**src/verilog/mgmt_pkg.sv**
```systemverilog
/*
 * Shared constants for the management serial master control block:
 * register offsets, field positions, reset values and frame lengths.
 * Assumes a 32-bit AHB-Lite register port clocked by hclk.
 */
`default_nettype none
package mgmt_pkg;
   // Register byte offsets
   localparam logic [7:0] version_off = 8'h00;
   localparam logic [7:0] control_off = 8'h04;
   localparam logic [7:0] ack_off = 8'h08;
   localparam logic [7:0] cmd_off = 8'h0c;      // Frame request register
   localparam logic [7:0] rdata_off = 8'h10;    // Last read data
   localparam logic [7:0] irq_stat_off = 8'h14; // Sticky event status
   localparam logic [7:0] irq_mask_off = 8'h18; // Event mask
   // Control field positions
   localparam int idle_bit = 31;
   localparam int enable_bit = 30;
   localparam int chan_lsb = 24;
   localparam int pre_dis_bit = 20;
   localparam int fault_bit = 19;
   localparam int fault_en_bit = 18;
   // Command field positions
   localparam int go_bit = 31;
   localparam int write_bit = 30;
   localparam int reg_lsb = 21;
   localparam int phy_lsb = 16;
   // Read-only values
   localparam logic [4:0] highest_channel = 5'h01;
   localparam logic [15:0] module_type_code = 16'h0a5c; // Arbitrary value
   localparam logic [7:0] major_revision = 8'h01;       // Arbitrary value
   localparam logic [7:0] minor_revision = 8'h00;       // Arbitrary value
   // Reset values
   localparam logic [15:0] div_reset = 16'h00ff;
   localparam logic [31:0] ack_reset = 32'h0000_0000;
   // Frame lengths in management clock bits
   localparam logic [5:0] preamble_bits = 6'h20;
   localparam logic [5:0] body_bits = 6'h20;
   // Interrupt status bits
   localparam int ev_done = 0;
   localparam int ev_fault = 1;
   localparam int ev_noack = 2;
endpackage : mgmt_pkg
`default_nettype wire

```
**src/verilog/mgmt_clk_div.sv**
```systemverilog
/*
 * Management clock divider: one rise and one fall tick per divider+1 cycles.
 * Assumes the divider value is stable or changes only between frames.
 */
`default_nettype none
module mgmt_clk_div (
   input wire logic hclk,          // System clock
   input wire logic hresetn,       // Async reset, active low
   input wire logic [15:0] divider, // Division value
   output logic tick_rise,         // Management clock rising edge pulse
   output logic tick_fall          // Management clock falling edge pulse
);
   logic [15:0] cnt_reg;
   logic [15:0] cnt_next;

   // Count 0..divider: rise at the end, fall half way, so one period is
   // divider+1 cycles; an odd period gets one extra high cycle
   always_comb begin
      cnt_next = cnt_reg;
      tick_rise = 1'b0;
      tick_fall = 1'b0;
      if (divider == 16'h0000) begin
         cnt_next = 16'h0000;
      end else begin
         // A divider lowered below the count just wraps, no tick
         cnt_next = (cnt_reg >= divider) ? 16'h0000 : cnt_reg + 16'h0001;
         tick_rise = (cnt_reg == divider);
         tick_fall = (cnt_reg == {1'b0, divider[15:1]});
      end
   end

   // Register stage
   always_ff @(posedge hclk or negedge hresetn) begin
      if (!hresetn) begin
         cnt_reg <= 16'h0000;
      end else begin
         cnt_reg <= cnt_next;
      end
   end
endmodule : mgmt_clk_div
`default_nettype wire

```
**src/verilog/mgmt_ctrl.sv**
```systemverilog
/*
 * Management serial master: control, version and acknowledge registers,
 * clause-22 frame engine, pin fault detection and interrupt.
 * Assumes a single AHB-Lite master and PHYs on an open-drain data line.
 */
// Implementation choices: the register offsets and the AHB-Lite slave port.
// Functional notes
// - Idle bit reads one when engine idle
// - Enable bit gates starting new frames
// - Disable mid-frame finishes then goes idle
// - Highest channel field reads fixed one
// - Preamble disable bit omits preamble
// - Enabled pin readback mismatch sets fault, resets
// - Fault flag cleared by writing one
// - Clock is hclk over divider plus one
// - Zero divider stops management clock
// - Version word holds type, major, minor
// - Reset: disabled, idle, preamble, no fault
// - Acknowledge word resets zero, write-one clears
// - Ack bit follows latest access acknowledge
`default_nettype none
module mgmt_ctrl (
   input wire logic hclk,            // System clock, 100 MHz
   input wire logic hresetn,         // Async reset, active low
   input wire logic hsel,            // Slave select
   input wire logic [31:0] haddr,    // Address
   input wire logic [1:0] htrans,    // Transfer type
   input wire logic hwrite,          // Write flag
   input wire logic [2:0] hsize,     // Transfer size
   input wire logic [31:0] hwdata,   // Write data
   input wire logic hready,          // Bus ready in
   output logic [31:0] hrdata,       // Read data
   output logic hreadyout,           // Slave ready
   output logic hresp,               // Always OKAY
   output logic mgmt_clock,          // Management clock pin
   output logic mgmt_data_o,         // Data pin drive level
   output logic mgmt_data_oe,        // Data pin enable, high drives
   input wire logic mgmt_data_i,     // Data pin readback
   input wire logic mgmt_clock_i,    // Clock pin readback
   output logic irq                  // Level interrupt
);
   typedef enum logic [2:0] {
      st_idle = 3'b000,
      st_pre = 3'b001,
      st_body = 3'b011,
      st_done = 3'b010
   } state_t;

   // Register state
   logic enable_reg, enable_next;
   logic pre_dis_reg, pre_dis_next;
   logic fault_en_reg, fault_en_next;
   logic fault_reg, fault_next;
   logic [15:0] div_reg, div_next;
   logic [31:0] ack_reg, ack_next;
   logic [31:0] rdata_reg, rdata_next;
   logic [2:0] stat_reg, stat_next;
   logic [2:0] mask_reg, mask_next;
   logic pend_reg, pend_next;           // Frame request pending
   logic cmd_wr_reg, cmd_wr_next;       // Pending is a write
   logic [4:0] cmd_phy_reg, cmd_phy_next;
   logic [4:0] cmd_regad_reg, cmd_regad_next;
   logic [15:0] cmd_data_reg, cmd_data_next;
   // Bus address phase capture
   logic dp_wr_reg, dp_wr_next;
   logic dp_rd_next;
   logic [7:0] dp_addr_reg, dp_addr_next;
   logic [31:0] hrdata_next;
   // Frame engine state
   state_t st_reg, st_next;
   logic [5:0] bit_reg, bit_next;       // Bits left after the current one in this phase
   logic [31:0] sh_reg, sh_next;        // Outgoing frame word
   logic [15:0] in_reg, in_next;        // Incoming read data
   logic ack_ok_reg, ack_ok_next;       // Turnaround sampled low
   logic clk_reg, clk_next;             // Management clock level
   logic dout_reg, dout_next;
   logic doe_reg, doe_next;
   logic tick_rise, tick_fall;
   logic [31:0] control_word;
   logic mismatch;
   logic ev_done_p, ev_fault_p, ev_noack_p;

   mgmt_clk_div u_div (
      .hclk(hclk),
      .hresetn(hresetn),
      .divider(div_reg),
      .tick_rise(tick_rise),
      .tick_fall(tick_fall)
   );

   // Frame header: start 01, opcode, phy, reg, turnaround, data
   function automatic logic [31:0] frame_word(input logic wr, input logic [4:0] phy,
                                              input logic [4:0] ra, input logic [15:0] d);
      frame_word = {2'b01, wr ? 2'b01 : 2'b10, phy, ra, 2'b10, d};
   endfunction : frame_word

   // Control word with reserved bits zero
   always_comb begin
      control_word = 32'h0000_0000;
      control_word[mgmt_pkg::idle_bit] = (st_reg == st_idle);
      control_word[mgmt_pkg::enable_bit] = enable_reg;
      control_word[mgmt_pkg::chan_lsb +: 5] = mgmt_pkg::highest_channel;
      control_word[mgmt_pkg::pre_dis_bit] = pre_dis_reg;
      control_word[mgmt_pkg::fault_bit] = fault_reg;
      control_word[mgmt_pkg::fault_en_bit] = fault_en_reg;
      control_word[15:0] = div_reg;
   end

   // Data readback mismatch while driving, or clock readback mismatch even when idle, checked on the last high cycle, at the fall tick
   assign mismatch = fault_en_reg && tick_fall &&
                     ((doe_reg && (mgmt_data_i != dout_reg)) ||
                      (mgmt_clock_i != clk_reg));

   // Frame engine next state
   always_comb begin
      st_next = st_reg;
      bit_next = bit_reg;
      sh_next = sh_reg;
      in_next = in_reg;
      ack_ok_next = ack_ok_reg;
      clk_next = tick_rise | (clk_reg & ~tick_fall); // Level follows the divider ticks
      dout_next = dout_reg;
      doe_next = doe_reg;
      ev_done_p = 1'b0;
      ev_noack_p = 1'b0;
      ev_fault_p = mismatch;
      if (mismatch) begin
         st_next = st_idle;
         doe_next = 1'b0;
      end else begin
         case (st_reg)
            st_idle: begin
               doe_next = 1'b0;
               if (enable_reg && pend_reg && tick_fall) begin
                  sh_next = frame_word(cmd_wr_reg, cmd_phy_reg, cmd_regad_reg, cmd_data_reg);
                  doe_next = 1'b1;
                  ack_ok_next = 1'b1;
                  if (pre_dis_reg) begin
                     st_next = st_body;
                     bit_next = mgmt_pkg::body_bits - 6'h01;
                     dout_next = 1'b0;
                  end else begin
                     st_next = st_pre;
                     bit_next = mgmt_pkg::preamble_bits - 6'h01;
                     dout_next = 1'b1;
                  end
               end
            end
            st_pre: if (tick_fall) begin
               if (bit_reg == 6'h00) begin
                  st_next = st_body;
                  bit_next = mgmt_pkg::body_bits - 6'h01;
                  dout_next = sh_reg[31];
               end else begin
                  bit_next = bit_reg - 6'h01;
               end
            end
            st_body: begin
               // Reads release the line from turnaround onward
               if (tick_rise && !cmd_wr_reg && bit_reg <= 6'h11) begin
                  if (bit_reg == 6'h10) begin
                     ack_ok_next = ~mgmt_data_i;
                  end else if (bit_reg < 6'h10) begin
                     in_next = {in_reg[14:0], mgmt_data_i};
                  end
               end
               if (tick_fall) begin
                  if (bit_reg == 6'h00) begin
                     st_next = st_done;
                     doe_next = 1'b0;
                  end else begin
                     bit_next = bit_reg - 6'h01;
                     sh_next = {sh_reg[30:0], 1'b0};
                     dout_next = sh_reg[30];
                     if (!cmd_wr_reg && bit_reg == 6'h12) begin
                        doe_next = 1'b0;
                     end
                  end
               end
            end
            st_done: begin
               // Operation finished regardless of enable
               st_next = st_idle;
               ev_done_p = 1'b1;
               ev_noack_p = ~ack_ok_reg;
            end
            default: st_next = st_idle;
         endcase
      end
   end

   // Engine registers
   always_ff @(posedge hclk or negedge hresetn) begin
      if (!hresetn) begin
         st_reg <= st_idle;
         bit_reg <= 6'h00;
         sh_reg <= 32'h0000_0000;
         in_reg <= 16'h0000;
         ack_ok_reg <= 1'b0;
         clk_reg <= 1'b0;
         dout_reg <= 1'b0;
         doe_reg <= 1'b0;
      end else begin
         st_reg <= st_next;
         bit_reg <= bit_next;
         sh_reg <= sh_next;
         in_reg <= in_next;
         ack_ok_reg <= ack_ok_next;
         clk_reg <= clk_next;
         dout_reg <= dout_next;
         doe_reg <= doe_next;
      end
   end

   assign mgmt_clock = clk_reg;
   assign mgmt_data_o = dout_reg;
   assign mgmt_data_oe = doe_reg;

   // Bus slave and register next values; zero wait states
   always_comb begin
      dp_wr_next = hsel && hready && htrans[1] && hwrite;
      dp_rd_next = hsel && hready && htrans[1] && !hwrite;
      dp_addr_next = (hsel && hready && htrans[1]) ? haddr[7:0] : dp_addr_reg;
      enable_next = enable_reg;
      pre_dis_next = pre_dis_reg;
      fault_en_next = fault_en_reg;
      div_next = div_reg;
      mask_next = mask_reg;
      pend_next = pend_reg;
      cmd_wr_next = cmd_wr_reg;
      cmd_phy_next = cmd_phy_reg;
      cmd_regad_next = cmd_regad_reg;
      cmd_data_next = cmd_data_reg;
      fault_next = fault_reg;
      ack_next = ack_reg;
      stat_next = stat_reg;
      rdata_next = rdata_reg;
      hrdata_next = 32'h0000_0000;
      // Clears first so that hardware sets win in the same cycle
      if (dp_wr_reg) begin
         case (dp_addr_reg)
            mgmt_pkg::control_off: begin
               enable_next = hwdata[mgmt_pkg::enable_bit];
               pre_dis_next = hwdata[mgmt_pkg::pre_dis_bit];
               fault_en_next = hwdata[mgmt_pkg::fault_en_bit];
               div_next = hwdata[15:0];
               fault_next = fault_reg & ~hwdata[mgmt_pkg::fault_bit];
            end
            mgmt_pkg::ack_off: ack_next = ack_reg & ~hwdata;
            mgmt_pkg::cmd_off: if (hwdata[mgmt_pkg::go_bit] && !pend_reg) begin
               pend_next = 1'b1;
               cmd_wr_next = hwdata[mgmt_pkg::write_bit];
               cmd_regad_next = hwdata[mgmt_pkg::reg_lsb +: 5];
               cmd_phy_next = hwdata[mgmt_pkg::phy_lsb +: 5];
               cmd_data_next = hwdata[15:0];
            end
            mgmt_pkg::irq_stat_off: stat_next = stat_reg & ~hwdata[2:0];
            mgmt_pkg::irq_mask_off: mask_next = hwdata[2:0];
            default: ; // Unmapped or read-only: ignored
         endcase
      end
      if (ev_fault_p) begin
         fault_next = 1'b1;
         stat_next[mgmt_pkg::ev_fault] = 1'b1;
         pend_next = 1'b0;
      end
      if (ev_done_p) begin
         pend_next = 1'b0;
         ack_next[cmd_phy_reg] = ack_ok_reg;
         stat_next[mgmt_pkg::ev_done] = 1'b1;
         stat_next[mgmt_pkg::ev_noack] = stat_next[mgmt_pkg::ev_noack] | ev_noack_p;
         if (!cmd_wr_reg) begin
            rdata_next = {16'h0000, in_reg};
         end
      end
      if (dp_rd_next) begin
         case (haddr[7:0])
            mgmt_pkg::version_off: hrdata_next = {mgmt_pkg::module_type_code,
               mgmt_pkg::major_revision, mgmt_pkg::minor_revision};
            mgmt_pkg::control_off: hrdata_next = control_word;
            mgmt_pkg::ack_off: hrdata_next = ack_reg;
            mgmt_pkg::cmd_off: hrdata_next = {pend_reg, cmd_wr_reg, 4'h0, cmd_regad_reg,
                                              cmd_phy_reg, cmd_data_reg};
            mgmt_pkg::rdata_off: hrdata_next = rdata_reg;
            mgmt_pkg::irq_stat_off: hrdata_next = {29'h0, stat_reg};
            mgmt_pkg::irq_mask_off: hrdata_next = {29'h0, mask_reg};
            default: hrdata_next = 32'h0000_0000;
         endcase
      end
   end

   // Register file and bus flops
   always_ff @(posedge hclk or negedge hresetn) begin
      if (!hresetn) begin
         enable_reg <= 1'b0;
         pre_dis_reg <= 1'b0;
         fault_en_reg <= 1'b0;
         fault_reg <= 1'b0;
         div_reg <= mgmt_pkg::div_reset;
         ack_reg <= mgmt_pkg::ack_reset;
         rdata_reg <= 32'h0000_0000;
         stat_reg <= 3'h0;
         mask_reg <= 3'h0;
         pend_reg <= 1'b0;
         cmd_wr_reg <= 1'b0;
         cmd_phy_reg <= 5'h00;
         cmd_regad_reg <= 5'h00;
         cmd_data_reg <= 16'h0000;
         dp_wr_reg <= 1'b0;
         dp_addr_reg <= 8'h00;
         hrdata <= 32'h0000_0000;
      end else begin
         enable_reg <= enable_next;
         pre_dis_reg <= pre_dis_next;
         fault_en_reg <= fault_en_next;
         fault_reg <= fault_next;
         div_reg <= div_next;
         ack_reg <= ack_next;
         rdata_reg <= rdata_next;
         stat_reg <= stat_next;
         mask_reg <= mask_next;
         pend_reg <= pend_next;
         cmd_wr_reg <= cmd_wr_next;
         cmd_phy_reg <= cmd_phy_next;
         cmd_regad_reg <= cmd_regad_next;
         cmd_data_reg <= cmd_data_next;
         dp_wr_reg <= dp_wr_next;
         dp_addr_reg <= dp_addr_next;
         hrdata <= hrdata_next;
      end
   end

   assign hreadyout = 1'b1;
   assign hresp = 1'b0;
   assign irq = |(stat_reg & mask_reg);
endmodule : mgmt_ctrl
`default_nettype wire

```
**config.mk**
```make
export PLATFORM = sky130hd
export DESIGN_NAME = mgmt_ctrl
export DESIGN_NICKNAME = d
export VERILOG_FILES = /design/src/verilog/mgmt_pkg.sv /design/src/verilog/mgmt_clk_div.sv /design/src/verilog/mgmt_ctrl.sv
export SDC_FILE = /design/constraint.sdc
export NUM_CORES = 1
export LEC_CHECK = 0
export BUFFER_PORTS_ARGS = -buffer_cell sky130_fd_sc_hd__buf_2
export CAP_MARGIN = 20
export CORE_MARGIN = 4
export CORE_UTILIZATION = 30
export CTS_BUF_LIST = sky130_fd_sc_hd__clkbuf_8
export CTS_CLUSTER_DIAMETER = 100
export CTS_CLUSTER_SIZE = 20
export DETAILED_ROUTE_END_ITERATION = 8
export GPL_TIMING_DRIVEN = 1
export SLEW_MARGIN = 20
export SYNTH_ARGS = -nofsm -noshare
export SYNTH_HDL_FRONTEND = slang
export SYNTH_HIERARCHICAL = 1
export SYNTH_SLANG_ARGS = --single-unit
```
**constraint.sdc**
```tcl
create_clock -name hclk -period 3.9 [get_ports hclk]
set_input_delay 0.39 -clock hclk [delete_from_list [all_inputs] [get_ports hclk]]
set_output_delay 0.39 -clock hclk [all_outputs]
set_load 0.05 [all_outputs]
```
==> run summary, run 1 <==
Max Fanout on Critical Path = 32
Critical Path Sink Type = flip-flop
Fillers = 3626
Layout Skew = 0.03286 ns
Global route total overflow = 0
Post-Synth Simple-Gate Area = 11.08%
Tightest Pin Transition = 1.013 ns
Final setup vio count = 0
Post-synthesis mux area share = 16.47%
ANT cells = 0
CP startpoint = div_reg[12]
Synth Cell Area = 0.01098 sq mm
Max VDD drop = 0.0002727 V
Largest net degree at the start of global routing = 94
Syn Nets = 1056
DPL Wire Length = 20650 um
CTS Sinks = 219
Async SR Flop Fraction = 100.0%
Final Hold Viols = 0
Worst EP arrival = 3.55 ns
Type of the worst setup path = reg -> reg
Pre-antenna DRT Iters = 5
Avg WL per Cell = 19.96 um
Initial antenna violation count = 1
Clk_lat worst skew = 0.56 ns
Setup TNS = 0 ns
CTS tree = yes
Worst Hold Class = in -> reg
Crit share post-route = 80.12%
Crit path launch type = flip-flop
TritonCTS Buffers = 16
DRT antenna net count = 0
Initial drt markers = 572
Vias in the first global route = 7926
Worst path required time = 4.33 ns
Number of flops mapped to enable cells by yosys = 0
Resize count post-CTS = 0
CORE AREA = 0.03583 sq mm
Hold-fix buffers at CTS = 1
Final instance area = 0.01234 sq mm
DIE HEIGHT = 199.3 um
Gate count of the mapped netlist = 956
Slew Limit Fails = 0
Global Route Usage Sum = 14.96%
R2R Path Start = div_reg[12]
Hold_sp = hwdata[23]
Synth cell types = 68
Synthesized area per cell = 11.49 sq um
CTS Buffer Depth = 3
Share of cells above drive strength 1 = 34.65%
DR vias/cell = 5.252
Flops & latches, synth = 219
Initial Util = 30.65%
Tmin final = 3.125 ns
Clock Tree Root = clkbuf_8
Die area = 0.03973 sq mm
Leading register cell type out of synthesis = dfrtp_1
Adder-cell share of the synthesized area = 2.735%
Remaining DRCs = 0
Outcome = finished, final reports clean
Chip width = 199.3 um
Largest family of logic cells by synthesized area = multiplexers
Commonest non-fill, non-tap cell in the layout = dfrtp_1
# port buffers = 83
Dpl cell area = 0.01200 sq mm
F_max = 320.0 MHz
Post-synthesis compound-gate area fraction = 12.47%
Reg clk slew, reported paths = 0.14 ns
Slew headroom = 32.17%
Post-Synth XOR/XNOR Area = 2.473%
RD Place Congestion = 0.8383
Most frequent cells in the layout = 211 x dfrtp_1, 157 x mux2_2, 82 x nor2_1, 82 x buf_2, 69 x inv_1
Routed vias = 7862
Ys Warns = 6
Number of I/O pins = 114
First-pass GRT wire length = 47100 um
RSZ-0062 raised after global routing = false
Pwr Density = 452.5 mW/mm^2
Post-Route WL = 29880 um
Leakage = 5.761 nW
Sequential share of the synthesized area = 50.00%
H-tree levels = 1
Row count = 69
Fin nets = 1127
Post-CTS setup buffers = 0
Syn-to-layout area delta = 12.40%
Max Cap Viol = 0
==> Yosys cell counts, drive strengths merged, types with 12 or more instances <==
cell      n  area, sq um
a21oi    15        75.07
a221oi   35        306.5
a22o     17        148.9
a22oi    16        120.1
a31o     32        280.3
buf      30        165.2
clkbuf   30        112.6
dfrtp   211         5280
ha       24        300.3
inv      64        240.2
mux2    157         1768
nand2    35        131.4
nand3    13        65.06
nor2     83        314.1
nor4     15        121.4
o21ai    12        60.06
xor2     25        219.0
==> logic make-up (layout without fill, tap and decap cells) <==
| group | Yosys count | in the layout |
|---|---|---|
| fa+ha+maj | 24 | 24 |
| mux | 161 | 161 |
| other cells | 2 | 2 |
| flops | 219 | 219 |
| simple gates | 225 | 225 |
| compound gates | 170 | 170 |
| xor+xnor | 31 | 31 |
| buf+inv | 124 | 204 |
==> layer usage <==
layer / global-route usage, % / part of all wire, % / wire (um) / up-vias
li1: - / - / - / 3623
met1: 21.79 / 47 / 14180 / 4051
met2: 23.96 / 47 / 13940 / 159
met3: 2.040 / 4.3 / 1278 / 27
met4: 3.040 / 1.5 / 460 / 2
met5: 0 / 0.044 / 13 / -
==> where the power goes <==
group          switching [W]  internal (W)
clock               0.000825      0.000498
combinational       0.000914      0.000686
sequential          0.000213       0.00245
==> path summary, 6_finish.rpt <==
| check | cells past startpoint | slack [ns] | endpoint |
|---|---|---|---|
| max in group asynchronous | 3 | 2.46 | div_reg[5] |
| worst max register to register | 10 | 0.78 | sh_reg[3] |
| worst min-delay path | 2 | 0.09 | cmd_regad_reg[2] |
| worst min register to register | 1 | 0.51 | fault_reg |
| worst max-delay path | 10 | 0.78 | sh_reg[3] |
| min in group asynchronous | 2 | 0.42 | hrdata[19] |
==> per-stage QoR <==
step	setup WS [ns]	hold WS, ns	power, W	instances	util [%]
4_1_cts	0.8204	0.07561	0.005615	1497	34.45
5_1_grt	0.6285	0.08633	0.005894	1497	34.45
6_report	0.7752	0.08904	0.005585	1497	34.45
3_5_place_dp	0.8437	0.4596	0.004294	1469	33.49
3_3_place_gp	0.8514	0.4513	0.004260	1469	33.49
2_1_floorplan	1.118	0.09441	0.003800	956	-
==> layout make-up <==
class                      count  area (sq um)  share of cell area, %
multi-input combinational    613          5024                  40.70
clock inverter                10         98.84                 0.8009
timing repair buffer         113         678.2                  5.495
clock buffer                  17         234.0                  1.896
tap                          461         576.8                  4.674
sequential                   219          5490                  44.49
inverter                      64         240.2                  1.946
==> worst max-delay path, stage by stage (launching register included) <==
cell and delay [ns]:
dfrtp_1 0.50, xor2_1 0.20, nor4_1 0.33, nand4_1 0.13
nor2_1 0.15, buf_4 0.23, nand3_1 0.13, and2_1 0.28
a2111oi_4 0.40, buf_12 0.28, mux2_2 0.36
No activity file was read; power rests on OpenSTA's default activity.
==> run 2, diff against run 1 <==
Clock period 3.9 ns to 3.2 ns, I/O delays scaled along.
==> run summary, run 2 (same netlist as run 1, synthesis figures left out) <==
Final setup vio count = 0 (unchanged)
Pwr Density = 541.1 mW/mm^2 (+20%)
Fin nets = 1137 (+0.89%)
RD Place Congestion = 0.8547 (+2.0%)
Layout Skew = 0.03594 ns (+0.003074 ns)
DR vias/cell = 5.246 (-0.10%)
DRT antenna net count = 0 (unchanged)
Global Route Usage Sum = 14.72% (-0.23 points)
Power Total = 0.006729 W (+20%)
Crit share post-route = 92.53% (+12 points)
Worst EP arrival = 3.44 ns (-0.11 ns)
Pre-antenna DRT Iters = 5 (unchanged)
Commonest non-fill, non-tap cell in the layout = dfrtp_1
Crit path launch type = flip-flop
H-tree levels = 1 (unchanged)
CTS Buffer Depth = 3 (unchanged)
Remaining DRCs = 0 (unchanged)
Initial Util = 30.65% (unchanged)
Die area = 0.03973 sq mm (unchanged)
Chip width = 199.3 um (unchanged)
Share of cells above drive strength 1 = 34.83% (+0.18 points)
Max VDD drop = 0.0003288 V (+21%)
CTS Sinks = 219 (unchanged)
ANT cells = 0 (unchanged)
Clk_lat worst skew = 0.55 ns (about the same)
Avg WL per Cell = 19.64 um (-1.6%)
Worst Hold Class = in -> reg
Outcome = finished, final reports clean
First-pass GRT wire length = 46560 um (-1.1%)
CORE AREA = 0.03583 sq mm (unchanged)
Vias in the first global route = 7999 (+0.92%)
TritonCTS Buffers = 15 (-1)
Final Util = 34.71% (+0.26 points)
Leakage = 5.806 nW (+0.79%)
Tightest Pin Transition = 0.8126 ns (-0.2006 ns)
Max Fanout on Critical Path = 5 (-84%)
CTS tree = yes
Worst path required time = 3.68 ns (-0.65 ns)
Type of the worst setup path = reg -> reg
Syn-to-layout area delta = 13.25%
Slew headroom = 45.83% (+14 points)
Post-CTS setup buffers = 0 (unchanged)
Setup TNS = 0 ns (unchanged)
Slew Limit Fails = 0 (unchanged)
Tmin final = 2.961 ns (-0.1637 ns)
Setup WS post-layout = 0.2390 ns (-0.5363 ns)
Initial antenna violation count = 2 (+1)
DIE HEIGHT = 199.3 um (unchanged)
DP Worst Slack = 0.2588 ns (-0.5848 ns)
Reg clk slew, reported paths = 0.13 ns (about the same)
Post-Route WL = 29580 um (-1.0%)
DPL Wire Length = 20560 um (-0.43%)
F_max = 337.7 MHz (+5.5%)
Routed vias = 7901 (+0.50%)
Global route total overflow = 0 (unchanged)
Row count = 69 (unchanged)
Max Cap Viol = 0 (unchanged)
Final Hold Viols = 0 (unchanged)
Clock Tree Root = clkbuf_8
Most frequent cells in the layout = 211 x dfrtp_1, 157 x mux2_2, 82 x nor2_1, 82 x buf_2, 70 x inv_1
Critical Path Sink Type = flip-flop
# port buffers = 83 (unchanged)
RSZ-0062 raised after global routing = false
Largest net degree at the start of global routing = 105 (+12%)
Fillers = 3517 (-3.0%)
Number of I/O pins = 114 (unchanged)
Initial drt markers = 667 (+17%)
-- run 2: power by group --
part | internal [W] | total (W) | switching, W
clock network | 0.000540 | 0.00148 | 0.000943
registers | 0.00298 | 0.00322 | 0.000232
logic | 0.000900 | 0.00203 | 0.00113
total | 0.00442 | 0.00673 | 0.00231
-- run 2: worst max-delay path: stages (launching register included) --
cell      delay, ns
dfrtp_1        0.51
inv_1          0.09
ha_1           0.33
nand4_1        0.17
nor3_1         0.33
nor3b_1        0.23
buf_4          0.18
nor4bb_1       0.42
nand2_1        0.11
a2111o_1       0.42
a21oi_1        0.14
-- run 2: path summary, 6_finish.rpt --
kind                            depth (start not counted)  slack (ns)        start             end
worst max-delay path                                   10        0.24  div_reg[15]      ack_ok_reg
worst min-delay path                                    2        0.03   hwdata[17]  cmd_phy_reg[1]
worst max register to register                         10        0.24  div_reg[15]      ack_ok_reg
worst min register to register                          1        0.48    fault_reg       fault_reg
max in group asynchronous                               3        1.90      hresetn      div_reg[1]
min in group asynchronous                               2        0.44      hresetn      bit_reg[0]
-- run 2: layer usage --
layer / up-vias / track usage (%) / part of all wire (%) / wire length, um
li1: 3633 / - / - / -
met1: 4027 / 20.71 / 46 / 13630
met2: 191 / 23.99 / 47 / 13920
met3: 46 / 2.445 / 5.0 / 1478
met4: 4 / 3.293 / 1.8 / 530
met5: - / 0 / 0.051 / 15
-- run 2: per-stage QoR --
| stage | hold slack [ns] | cell area, sq um | instances |
|---|---|---|---|
| final | 0.02721 | 12440 | 1506 |
| after global routing | 0.006982 | 12440 | 1506 |
| after CTS | 0.001014 | 12430 | 1505 |
| after detailed placement | 0.4544 | 12110 | 1477 |
| after global placement | 0.4497 | 12110 | 1477 |
| after floorplan | 0.02441 | 10980 | 956 |
-- run 2: timing repair --
| item | CTS | global route |
|---|---|---|
| resized for setup | 0 | 0 |
| hold buffers | 3 | 1 |
| setup endpoints to repair | 0 | 0 |
| endpoints found under the hold margin | 103 | 1 |
-- run 2: final cells by class --
class	instances	area (sq um)	area share, %
flip-flops and latches	219	5490	44.15
well taps	461	576.8	4.638
multi-input cells	613	5024	40.40
clock inverters	10	80.08	0.6439
clock buffers	15	206.4	1.660
inverters	64	240.2	1.932
repair buffers	124	818.3	6.580
